<file path="src/bawd_consts.svh">
// Constants for the bus area decoder and width selector.
// Assumes inclusion by bare name from the design files under src/.
`ifndef BAWD_CONSTS_SVH
`define BAWD_CONSTS_SVH
// Position of the area field in the physical address.
`define BAWD_AREA_HI 28
`define BAWD_AREA_LO 26
// Bit that splits a card area into memory and I/O halves.
`define BAWD_HALF_BIT 25
// Top bit of the physical address; the bits above the area field are never decoded.
`define BAWD_ADDR_MSB 31
// Area numbers.
`define BAWD_AREA0 3'h0
`define BAWD_AREA1 3'h1
`define BAWD_AREA2 3'h2
`define BAWD_AREA3 3'h3
`define BAWD_AREA4 3'h4
`define BAWD_AREA5 3'h5
`define BAWD_AREA6 3'h6
`define BAWD_AREA7 3'h7
// Width codes, shared by the straps and the per-area configuration.
`define BAWD_W_RSVD 2'h0
`define BAWD_W8 2'h1
`define BAWD_W16 2'h2
`define BAWD_W32 2'h3
// Reset value of the latched area 0 width.
`define BAWD_W_RESET 2'h3
// Chip select vectors: one bit to shift into place, nothing selected, all pins idle high.
`define BAWD_CS_ONE 7'h01
`define BAWD_CS_CLEAR 7'h00
`define BAWD_CSN_IDLE 7'h7f
`endif

</file>
<file path="src/bawd_pkg.sv">
// Types for the bus area decoder and width selector.
// Assumes nothing beyond a SystemVerilog compiler.
`default_nettype none
package bawd_pkg;
  // Interface kind attached to an area.
  typedef enum logic [1:0] {
    BAWD_IF_NORMAL,
    BAWD_IF_BURST,
    BAWD_IF_SDRAM,
    BAWD_IF_CARD
  } bawd_if_t;
  // Strap capture state.
  typedef enum logic {
    BAWD_ST_SAMPLE,
    BAWD_ST_RUN
  } bawd_state_t;
endpackage
`default_nettype wire

</file>
<file path="src/bawd_top.sv">
// Area decoder, bus width select and card space split for the external bus.
// Assumes a synchronous physical address, strobes and config bits on ref_clk.
// Rules for this block, its board, its bus master and its configuration
// Latch area 0 width from straps at reset
// Board never straps both width pins low
// Areas 2 to 6 width from config
// SDRAM areas use 16 or 32 bits
// Card areas use 8 or 16 bits
// SDRAM in areas 2 and 3 match
// Port function limits widths to 8/16
// Area from address bits 28 to 26
// Ignore address bits 31 to 29
// Areas 0 to 4 are 64 MB
// Area 7 is internal, never external
// Master avoids area 7 shadow ranges
// Area 1 registers reached via 101 prefix
// Card interface only in areas 5, 6
// Card memory low half, I/O upper
// Dynamic card I/O sizing only little-endian
// Accept card access from any region
// Card select plus high byte enables
// Card strobes follow read, write strobes
`include "bawd_consts.svh"
`default_nettype none
module bawd_top (
  input  wire logic        ref_clk,                // Bus clock.
  input  wire logic        rst,                    // Asynchronous reset, high.
  input  wire logic        area0_width_strap_high, // Area 0 width strap, upper pin.
  input  wire logic        area0_width_strap_low,  // Area 0 width strap, lower pin.
  input  wire logic [13:0] area_width_config_reg,  // Width codes, two bits per area 0..6.
  input  wire logic        area5_card,             // Area 5 holds a card interface.
  input  wire logic        area6_card,             // Area 6 holds a card interface.
  input  wire logic        area2_sdram,            // Area 2 holds SDRAM.
  input  wire logic        area3_sdram,            // Area 3 holds SDRAM.
  input  wire logic        port_func_en,           // General-purpose port in use.
  input  wire logic        little_endian,          // Little-endian mode.
  input  wire logic        io_is16,                // Card reports a 16-bit I/O port.
  input  wire logic [31:0] phys_addr,              // Physical address of access.
  input  wire logic        acc_valid,              // Access in progress.
  input  wire logic        acc_rd,                 // Read strobe of the access.
  input  wire logic        acc_wr,                 // Write strobe of the access.
  input  wire logic [1:0]  acc_bytes,              // Byte lanes, bit 1 high byte.
  output logic [2:0]       area_r,                 // Decoded area.
  output logic [1:0]       width_r,                // Width code of access.
  output logic             ext_sel_r,              // Access goes to external memory.
  output logic             internal_sel_r,         // Access goes to on-chip I/O.
  output logic [6:0]       cs_n_r,                 // Chip selects, low active, per area.
  output logic             card_io_r,              // Card access is in I/O half.
  output logic             card_a_low_byte_enable_n_r,  // Card A low enable.
  output logic             card_a_high_byte_enable_n_r, // Card A high enable.
  output logic             card_b_low_byte_enable_n_r,  // Card B low enable.
  output logic             card_b_high_byte_enable_n_r, // Card B high enable.
  output logic             card_oe_n_r,            // Card output enable.
  output logic             card_we_n_r,            // Card write enable.
  output logic [1:0]       area0_width_r,          // Latched area 0 width.
  output logic             cfg_error_r             // Configuration breaks a width limit.
);

  // Width code for one area from the packed configuration word.
  // Area 7 has no field in the word, so it reports the reserved code rather than
  // reading past the top of the vector.
  function automatic logic [1:0] cfg_width(input logic [13:0] cfg, input logic [2:0] a);
    if (a == `BAWD_AREA7) begin
      cfg_width = `BAWD_W_RSVD;
    end else begin
      cfg_width = cfg[{a, 1'b0} +: 2];
    end
  endfunction

  bawd_pkg::bawd_state_t state_r; // Strap capture state.

  // Address decode; the upper three bits never enter the decode.
  wire logic [2:0] area_w = phys_addr[`BAWD_AREA_HI:`BAWD_AREA_LO];
  wire logic       is_int = (area_w == `BAWD_AREA7) || (area_w == `BAWD_AREA1);
  wire logic       is_card5 = (area_w == `BAWD_AREA5) && area5_card;
  wire logic       is_card6 = (area_w == `BAWD_AREA6) && area6_card;
  wire logic       is_card = is_card5 || is_card6;
  wire logic       io_half = phys_addr[`BAWD_HALF_BIT];
  // Card I/O width follows the card only in little-endian mode.
  wire logic       dyn_size = is_card && io_half && little_endian;
  wire logic [1:0] base_w = (area_w == `BAWD_AREA0) ? area0_width_r
                          : cfg_width(area_width_config_reg, area_w);
  wire logic [1:0] dyn_w = io_is16 ? `BAWD_W16 : `BAWD_W8;
  wire logic [1:0] width_w = dyn_size ? dyn_w : base_w;
  // Chip select vector, one bit per external area; areas 1 and 7 never select.
  wire logic [6:0] cs_w = (acc_valid && !is_int) ? (`BAWD_CS_ONE << area_w)
                                                 : `BAWD_CS_CLEAR;
  wire logic       ce_lo = acc_valid && acc_bytes[0];
  wire logic       ce_hi = acc_valid && acc_bytes[1];
  // Width limit checks reported to software; the block does not police them.
  wire logic [1:0] w2 = cfg_width(area_width_config_reg, `BAWD_AREA2);
  wire logic [1:0] w3 = cfg_width(area_width_config_reg, `BAWD_AREA3);
  // Area 4 width, read only by the chk_cfg_width assertion and not by the limit check.
  wire logic [1:0] w4 = cfg_width(area_width_config_reg, `BAWD_AREA4);
  wire logic [1:0] w5 = cfg_width(area_width_config_reg, `BAWD_AREA5);
  wire logic [1:0] w6 = cfg_width(area_width_config_reg, `BAWD_AREA6);
  wire logic       err_w = (area2_sdram && w2 == `BAWD_W8) || (area3_sdram && w3 == `BAWD_W8)
                         || (area5_card && w5 == `BAWD_W32) || (area6_card && w6 == `BAWD_W32)
                         || (area2_sdram && area3_sdram && w2 != w3)
                         || (port_func_en && (w2 == `BAWD_W32 || w3 == `BAWD_W32));

  // Strap capture: the first clocked edge after release takes the area 0 width.
  always_ff @(posedge ref_clk or posedge rst) begin
    if (rst) begin
      state_r       <= bawd_pkg::BAWD_ST_SAMPLE;
      area0_width_r <= `BAWD_W_RESET;
    end else begin
      unique case (state_r)
        // First edge after release; the board keeps the pattern off both-low.
        bawd_pkg::BAWD_ST_SAMPLE: begin
          area0_width_r <= {area0_width_strap_high, area0_width_strap_low};
          state_r       <= bawd_pkg::BAWD_ST_RUN;
        end
        // Running: the latched width holds until the next reset.
        bawd_pkg::BAWD_ST_RUN: begin
          area0_width_r <= area0_width_r;
          state_r       <= bawd_pkg::BAWD_ST_RUN;
        end
      endcase
    end
  end

  // Registered decode outputs.
  always_ff @(posedge ref_clk or posedge rst) begin
    if (rst) begin
      area_r         <= `BAWD_AREA0;
      width_r        <= `BAWD_W_RESET;
      ext_sel_r      <= 1'b0;
      internal_sel_r <= 1'b0;
      cs_n_r         <= `BAWD_CSN_IDLE;
      card_io_r      <= 1'b0;
      cfg_error_r    <= 1'b0;
    end else begin
      area_r         <= area_w;
      width_r        <= width_w;
      ext_sel_r      <= acc_valid && !is_int;
      internal_sel_r <= acc_valid && is_int;
      cs_n_r         <= ~cs_w;
      card_io_r      <= is_card && io_half;
      cfg_error_r    <= err_w;
    end
  end

  // Card strobes: enables for bytes, output and write enables from strobes.
  always_ff @(posedge ref_clk or posedge rst) begin
    if (rst) begin
      card_a_low_byte_enable_n_r  <= 1'b1;
      card_a_high_byte_enable_n_r <= 1'b1;
      card_b_low_byte_enable_n_r  <= 1'b1;
      card_b_high_byte_enable_n_r <= 1'b1;
      card_oe_n_r                 <= 1'b1;
      card_we_n_r                 <= 1'b1;
    end else begin
      card_a_low_byte_enable_n_r  <= !(is_card5 && ce_lo);
      card_a_high_byte_enable_n_r <= !(is_card5 && ce_hi);
      card_b_low_byte_enable_n_r  <= !(is_card6 && ce_lo);
      card_b_high_byte_enable_n_r <= !(is_card6 && ce_hi);
      card_oe_n_r                 <= !(is_card && acc_valid && acc_rd);
      card_we_n_r                 <= !(is_card && acc_valid && acc_wr);
    end
  end
endmodule // bawd_top
`default_nettype wire

</file>
<file path="config.mk">
export PLATFORM = sky130hd
export DESIGN_NAME = bawd_top
export DESIGN_NICKNAME = d
export VERILOG_FILES = /design/src/bawd_pkg.sv /design/src/bawd_top.sv
export VERILOG_INCLUDE_DIRS = /design/src /design/src/src
export SDC_FILE = /design/constraint.sdc
export NUM_CORES = 1
export LEC_CHECK = 0
export BUFFER_PORTS_ARGS = -buffer_cell sky130_fd_sc_hd__buf_2
export CORE_MARGIN = 4
export CORE_UTILIZATION = 38
export DETAILED_ROUTE_END_ITERATION = 10
export PLACE_DENSITY = 0.87
export SLEW_MARGIN = 0
export SYNTH_ARGS = -nofsm -noshare
export SYNTH_HDL_FRONTEND = slang
export SYNTH_SLANG_ARGS = --single-unit
</file>
<file path="constraint.sdc">
create_clock -name ref_clk -period 1.5 [get_ports ref_clk]
set_clock_uncertainty 0.1 [all_clocks]
set_input_delay 0.075 -clock ref_clk [delete_from_list [all_inputs] [get_ports ref_clk]]
set_output_delay 0.075 -clock ref_clk [all_outputs]
set_load 0.05 [all_outputs]
</file>
== Yosys cells after proc, flatten, opt, wreduce, memory -nomap -nowiden ==
Index checks and enable logic that the tools add are counted.
W data, S select, Z words.

* Register bits after elaboration: 25
* Input port bits: 62
* Output and inout bits: 24
* Word-level logic and storage cells: 73

* Equality and inequality tests: 11
* Shifts and indexed selects: 2
* Mux-type cells: 6
* Bitwise operators: 1
* Reductions and logical operators: 38

{| class="wikitable"
|+ Operator list
! kind !! count
|-
| $logic_and A1 B1 Y1 || 22
|-
| $shiftx A14 B5 Y2 || 1
|-
| $mux W2 || 5
|-
| $eq A3 B3 Y1 const B || 3
|-
| $eq A2 B2 Y1 const B || 4
|-
| $logic_or A1 B1 Y1 || 8
|-
| $logic_not A1 Y1 || 7
|-
| $mux W7 || 1
|-
| $not A7 Y7 || 1
|-
| $shl A1 B3 Y7 const A || 1
|-
| $eq A2 B1 Y1 const B || 2
|-
| $eq A3 B1 Y1 const B || 1
|-
| $logic_not A3 Y1 || 1
|-
| $ne A2 B2 Y1 || 1
|}

== Logic depth before layout (Yosys ltp) ==
Gate-level depths: netlist of the first run.

* Depth in word-level cells: 7
* Depth in mapped cells: 6
* Mapped depth without buffers: 4

== Least setup slack after synthesis of the first run ==
Ideal clock, no wire load.

* Path kind: register -> register
* From: reg area0_width_r[1]
* To: reg width_r[1]
* Setup time: 0.075 ns
* Arrival: 1.347 ns
* Data required time: 1.325 ns
* Path slack: -0.022 ns
* Cell stages (with the launch flop): 4
* Buffers on the path: 0
* Clock period less this slack: 1.522 ns
* Cell sequence: dfstp_2 > mux2i_1 > mux4_2 > mux2i_1

* Word-level cells in the longest chain between the ends: 2

{| class="wikitable"
|+ Ends and longest elaborated chain
! element !! line !! source
|-
| from (decl) || bawd_top.sv:55 || <nowiki>output logic [1:0] area0_width_r,</nowiki>
|-
| from (signal assigned) || bawd_top.sv:106 || <nowiki>area0_width_r <= `BAWD_W_RESET;</nowiki>
|-
| from (signal assigned) || bawd_top.sv:111 || <nowiki>area0_width_r <= {area0_width_strap_high, area0_width_strap_low};</nowiki>
|-
| from (signal assigned) || bawd_top.sv:116 || <nowiki>area0_width_r <= area0_width_r;</nowiki>
|-
| $mux W2 || bawd_top.sv:81 || <nowiki>wire logic [1:0] base_w = (area_w == `BAWD_AREA0) ? area0_width_r</nowiki>
|-
| $mux W2 || bawd_top.sv:84 || <nowiki>wire logic [1:0] width_w = dyn_size ? dyn_w : base_w;</nowiki>
|-
| via width_w[1] || bawd_top.sv:84 ||
|-
| to (signal assigned) || bawd_top.sv:127 || <nowiki>width_r <= `BAWD_W_RESET;</nowiki>
|-
| to (signal assigned) || bawd_top.sv:135 || <nowiki>width_r <= width_w;</nowiki>
|-
| to (decl) || bawd_top.sv:44 || <nowiki>output logic [1:0] width_r,</nowiki>
|}

The timed path passes the listed nets, and every way through them passes these cells.
A chain may end at the register's enable or synchronous reset.

== Worst setup path in the final report of the first run ==
* From: in acc_valid
* To: reg card_b_high_byte_enable_n_r

* Word-level cells in the longest chain between the ends: 3

{| class="wikitable"
|+ Ends and longest elaborated chain
! element !! line !! source
|-
| from (decl) || bawd_top.sv:39 || <nowiki>input wire logic acc_valid,</nowiki>
|-
| $logic_and A1 B1 Y1 || bawd_top.sv:89 || <nowiki>wire logic ce_hi = acc_valid && acc_bytes[1];</nowiki>
|-
| $logic_and A1 B1 Y1 || bawd_top.sv:157 || <nowiki>card_b_high_byte_enable_n_r <= !(is_card6 && ce_hi);</nowiki>
|-
| $logic_not A1 Y1 || bawd_top.sv:157 ||
|-
| to (signal assigned) || bawd_top.sv:157 ||
|-
| to (decl) || bawd_top.sv:52 || <nowiki>output logic card_b_high_byte_enable_n_r,</nowiki>
|}

Every way passes these cells.

==> summary.md, run 1 <==
| Metric | Value |
|---|---|
| Peak supply drop | `504.0 uV` |
| RSZ-0062 raised after global routing | `false` |
| Global-route wire length before repair | `4188 um` |
| Compound-Gate Fraction of Synth Area | `8.871%` |
| Layout area overhead | `50.58%` |
| Post-synthesis mux area share | `10.71%` |
| Failing checks | `negative setup slack` |
| Share of cells above drive strength 1 | `52.73%` |
| Syn Area/Cell | `around 13 um^2` |
| Share of flip-flops with an asynchronous set or reset | `100.0%` |
| Post-synth top flop | `dfstp_2` |
| WHS | `0.02432 ns` |
| Die extent in y | `61.46 um` |
| Kind of end point of the critical path | `flop` |
| Top post-synthesis cells by area | `dfstp_2 41%, dfrtp_1 18%, mux2i_1 5.5%, nand3_1 3.2%, nand4_1 2.3%` |
| DRC | `0` |
| Period minus WS final | `~1.5 ns` |
| Gate Count Post-Synth | `86` |
| Placed instance area | `1398 um^2` |
| Post-Place Worst Slack | `around 0.078 ns` |
| Nets | `228` |
| CP max stage cell | `dlygate4sd3_1` |
| Top cell family by delay on the critical path | `buffers and inverters` |
| Largest family of logic cells by synthesized area | `simple AND/OR/NAND/NOR gates` |
| Largest net degree at the start of global routing | `26` |
| CTS sink cnt | `25` |
| Antenna violations before repair | `0` |
| Critical path, cell by cell | `dlygate4sd3_1 -> buf_2 -> and2_1 -> buf_4 -> nand4_1 -> dlygate4sd3_1` |
| Initial Util | `between 30% and 40%` |
| CP Depth | `6` |
| Ys Warns | `0` |
| Cell mode on critical path | `dlygate4sd3_1` |
| Critical path class | `in2reg` |
| Synthesis-stage register bit count | `25` |
| WP data arrival | `1.66 ns` |
| Total Neg Setup Slack | `-0.006368 ns` |
| Sequential area share after synthesis | `59.56%` |
| Reg2Reg Depth | `3` |
| Fillcell total | `229` |
| Post-route cell area | `approximately 1600 um^2` |
| Total GRT Usage | `approximately 15%` |
| Rows | `19` |
| Width of the die | `between 60 and 70 um` |
| Status | `finished with violations` |
| Global route overflow | `0` |
| Post-route core utilization | `59.82%` |
| Period utilization | `100.4%` |
| Post-synth top area share | `41.13%` |
| Leakage | `0.7712 nW` |
| Port bufs | `55` |
| H-tree levels | `1` |
| Via count | `961` |
| Max Freq | `663.8 MHz` |
| Final worst setup slack | `-0.006368 ns` |
| HPWL after DPL | `1952 um` |
| Clk buf depth | `2` |
| CP Launch Type | `input port` |
| CP Data Required Time | `between 1.5 and 2 ns` |
| # Post-CTS Setup Buffers | `0` |
| Buf/Inv on CP | `4` |
| PwrDens | `841.7 nW/um^2` |
| Hold WC Path Type | `in2reg` |
| Initial DRC Count | `18` |
| Commonest cells post-synth | `17 x dfstp_2, 8 x dfrtp_1, 7 x nand3_1, 6 x mux2i_1, 6 x nand2_1` |
| 1st-pass router iterations | `3` |
| Total Wirelength | `2652 um` |
| TritonCTS Buffers | `3` |
| Post-route ant nets | `0` |
| Clk slew on worst S/H paths | `0.12 ns` |
| Setup-failing EPs final | `1` |
| Max Cap Viol | `0` |
| Worst Path Max Fanout | `6` |
| Largest area contributor in the netlist | `dfstp_2` |
| Wire per inst | `13.53 um` |
| Vias in the first global route | `984` |
| Xor/xnor share of the synthesized area | `0.8065%` |
| Placeable Area | `2734 um^2` |
| Root Driver | `clkbuf_4` |
| Netlist cell types | `34` |
| CTS tree | `built` |
| Fin. Hold Viols | `0` |
| Hold Path Depth | `4` |
| Top-count cell post-synth | `dfstp_2` |
| Synth Area in Adders | `0%` |
| N_diodes | `0` |
| GPL Wtd Cong | `0.7645` |
| I/O pins | `86` |
| DR vias/cell | `between 4 and 5` |
| Final-report max-slew violation count | `0` |
| CP max stage delay | `0.56 ns` |
| Die ar. | `3777 um^2` |
| Worst-skew pair later-pin latency | `0.30 ns` |
| Number of synthesized flops with an enable pin | `0` |
| Mapped Area | `1086 um^2` |
| Post-synthesis simple-gate area fraction | `14.63%` |
per-layer routing:
layer	share of wire, %	routed length [um]	vias to the layer above	track usage (%)
met5	0	0	-	0
met4	0.94	25	0	4.545
met3	11	282	4	3.983
met2	53	1404	41	28.85
met1	35	939	451	15.73
li1	-	-	465	-
cell families after synthesis:
kind of cell / count (synthesis)
buf+inv: 10
simple gates: 27
flops: 25
other cells: 1
mux: 10
xor+xnor: 1
compound gates: 12
sequential cells by signal, summed over array words and instances (netlist names), 2 cells and up:
register       cells
area0_width_r      2
width_r            2
cs_n_r             7
area_r             3
final timing paths:
| path | to | start | slack, ns |
|---|---|---|---|
| setup / recovery | card_b_high_byte_enable_n_r | acc_valid | -0.006 |
| hold reg to reg | area0_width_r[0] | state_r | 0.46 |
| max in group asynchronous | area0_width_r[1] | rst | 0.77 |
| min in group asynchronous | ext_sel_r | rst | 0.25 |
| hold / removal | cfg_error_r | area_width_config_reg[10] | 0.02 |
| setup reg to reg | width_r[1] | area0_width_r[1] | 0.08 |
layout make-up:
type	instances	area (um^2)	area share, %
Clock buffer	3	22.52	1.377
Clock inverter	1	5.005	0.3060
Inverter	5	18.77	1.148
Multi-Input combinational cell	52	394.1	24.10
Sequential cell	25	646.9	39.56
Tap cell	31	38.79	2.372
Timing Repair Buffer	79	509.2	31.14
repair_timing:
| action | 4_1_cts | 5_1_grt |
|---|---|---|
| hold buffers | 20 | 1 |
| endpoints found under the setup margin | 0 | 2 |
| endpoints found under the hold margin | 43 | 1 |
| resized for setup | 0 | 2 |
where the power goes:
| part | switching (mW) | internal, mW |
|---|---|---|
| sequential | 0.0106 | 0.722 |
| clock | 0.182 | 0.0994 |
| combinational | 0.223 | 0.139 |
| total | 0.416 | 0.961 |
tightest hold or removal path, cell delays in order:
cell	delay [ns]
buf_2	0.09
nand3_1	0.06
nand3_1	0.07
a311o_1	0.10
per-stage QoR:
| step | total power [mW] | std cells |
|---|---|---|
| 2_1_floorplan | 0.9640 | 87 |
| 3_3_place_gp | 1.058 | 172 |
| 3_5_place_dp | 1.066 | 172 |
| 4_1_cts | 1.389 | 196 |
| 5_1_grt | 1.453 | 196 |
| 6_report | 1.376 | 196 |
cell usage in the layout (no fill, tap or decap), types with 2 or more instances in the layout:
cell and n:
inv_1 5, dfstp_2 17, nor2b_1 2, dlygate4sd3_1 20
clkbuf_4 3, mux2_2 2, conb_1 2, nand3_1 7
buf_4 3, mux2i_1 6, dfrtp_1 8, and3_1 2
nand4_1 4, nand2_1 6, buf_2 55, a21oi_1 2
No activity file was read; power rests on OpenSTA's default activity.
==> inputs of run 2 (changes only) <==
--- a/config.mk
+++ b/config.mk
@@ -7,6 +7,7 @@
 export NUM_CORES = 1
 export LEC_CHECK = 0
 export BUFFER_PORTS_ARGS = -buffer_cell sky130_fd_sc_hd__buf_2
+export CORE_ASPECT_RATIO = 0.9
 export CORE_MARGIN = 4
 export CORE_UTILIZATION = 38
 export DETAILED_ROUTE_END_ITERATION = 10
==> run 2 against run 1 <==
Against the previous run: the flow now finishes without violations; sequential share of layout area is 0.21 points higher; clock power is 3% higher; critical path depth is 3 lower; fmax is 5.2% higher; sequential power hardly changed; global-route usage is 0.63 points higher; design area is 0.54% lower; largest power group unchanged; non-clock buffer count is 1 lower; clock-buffer cell count stayed put; wire length is 6.1% higher.
==> summary.md, run 2 (synthesis gave the netlist of run 1 again) <==
| Metric | Value |
|---|---|
| Status | `finished clean` |
| Placeable Area | `around 2700 um^2` |
| DRC | `0` |
| CP Launch Type | `flop` |
| Rows | `18` |
| Vias in the first global route | `971` |
| Global-route wire length before repair | `4505 um` |
| Post-route ant nets | `0` |
| Hold WC Path Type | `in2reg` |
| Max reg flops | `7` |
| Antenna violations before repair | `0` |
| Worst-skew pair later-pin latency | `0.30 ns` |
| Period utilization | `a little over nine tenths` |
| Sequential share of power | `52.9%` |
| Final-report max-slew violation count | `0` |
| Worst Path Max Fanout | `3` |
| H-tree levels | `1` |
| Wire per inst | `13.79 um` |
| Commonest non-fill, non-tap cell in the layout | `buf_2` |
| Die ar. | `roughly 3800 um^2` |
| CP Data Required Time | `1.64 ns` |
| Share of cells above drive strength 1 | `about 52%` |
| Clk buf depth | `2` |
| Total Neg Setup Slack | `0 ns` |
| Fillcell total | `229` |
| PwrDens | `851.4 nW/um^2` |
| TritonCTS Buffers | `3` |
| Layout area overhead | `49.77%` |
| Port bufs | `55` |
| Placed instance area | `1409 um^2` |
| CTS sink cnt | `25` |
| P_int | `0.9590 mW` |
| Width of the die | `64.35 um` |
| Period minus WS final | `1.432 ns` |
| Initial DRC Count | `just over 40` |
| Crit path from | `area0_width_r[1]` |
| Clock Power Share | `20.8%` |
| Die extent in y | `58.72 um` |
| Commonest cells after routing, fill and taps aside | `55 x buf_2, 19 x dlygate4sd3_1, 17 x dfstp_2` |
| Initial Util | `39.53%` |
| Sw power | `around 0.43 mW` |
| Root Driver | `clkbuf_4` |
| Area of the multi-input gates | `387.9 um^2` |
| WHS | `roughly 0.024 ns` |
| Kind of end point of the critical path | `flop` |
| Nets | `227` |
| Leakage | `0.7671 nW` |
| Total Wirelength | `2813 um` |
| 1st-pass router iterations | `4` |
| WP data arrival | `1.57 ns` |
| GPL Wtd Cong | `0.8365` |
| Max Freq | `around 700 MHz` |
| Clk slew on worst S/H paths | `0.14 ns` |
| Via count | `964` |
| Reg2reg start | `area0_width_r[1]` |
| Power Total | `1.385 mW` |
| DR vias/cell | `4.725` |
| Largest net degree at the start of global routing | `26` |
| Combinational power share | `26.2%` |
| N_diodes | `0` |
| HPWL after DPL | `about 2100 um` |
| Post-route core utilization | `59.20%` |
| Seq. cell area | `646.9 um^2` |
| CTS tree | `built` |
| Max Cap Viol | `0` |
| Fraction of power spent switching nets | `30.75%` |
| Global route overflow | `0` |
| Post-route cell area | `1627 um^2` |
| Critical path class | `reg2reg` |
| Largest reg by FF count | `cs_n_r` |
| Fin. Hold Viols | `0` |
| Peak supply drop | `277.2 uV` |
| Total GRT Usage | `15.61%` |
| RSZ-0062 raised after global routing | `false` |
| Largest regs | `cs_n_r (7), area_r (3)` |
| I/O pins | `86` |
| Hold_sp | `phys_addr[28]` |
| Setup-failing EPs final | `0` |
==> run 2: cell types whose count changed in the layout (fill, tap and decap cells not counted), sizes merged <==
cell and change:
dlygate4sd3 -1
==> run 2: power by group through the flow <==
stage	Combinational [mW]	Clock [mW]	Sequential (mW)
global placement	0.315	0	0.742
finish	0.363	0.289	0.733
floorplan	0.101	0	0.863
CTS	0.362	0.296	0.734
global route	0.388	0.322	0.737
detailed placement	0.324	0	0.745
==> run 2: layout make-up <==
cell class                 instances  area share (%)
tap                               40           3.077
inverter                           5           1.154
timing repair buffer              78           30.46
sequential                        25           39.77
clock buffer                       3           1.385
clock inverter                     1          0.3077
multi-input combinational         52           23.85
==> run 2: routing by layer <==
metal	vias to the layer above	GRT usage, %	wire (um)
li1	460	-	-
met1	459	18.57	1128
met2	39	27.94	1422
met3	6	4.771	210
met4	0	3.614	51
met5	-	0	0
==> run 2: critical path, cell delays in order, from the launching register on <==
cell	delay, ns
dfstp_2	0.56
mux2i_1	0.07
mux4_2	0.48
mux2i_1	0.17
==> run 2: path summary, 6_finish.rpt <==
path / to / slack [ns] / cells past startpoint
setup / recovery: width_r[1] / 0.07 / 3
hold / removal: card_io_r / 0.02 / 2
max in group asynchronous: cs_n_r[6] / 0.78 / 4
min in group asynchronous: cfg_error_r / 0.24 / 4
setup reg to reg: width_r[1] / 0.07 / 3
hold reg to reg: area0_width_r[0] / 0.46 / 1
==> run 2: through the flow <==
step	cells	setup WS, ns
final	204	0.06824
after global routing	204	0.05103
after CTS	205	0.0001423
after detailed placement	181	0.04644
after global placement	181	0.1196
after floorplan	87	-0.02191
==> run 2: timing repair <==
item / 4_1_cts / 5_1_grt
endpoints found under the hold margin: 44 / 2
buffers inserted: 0 / 0
setup endpoints to repair: 0 / 2
gates resized for setup: 0 / 0
hold buffers: 20 / 1
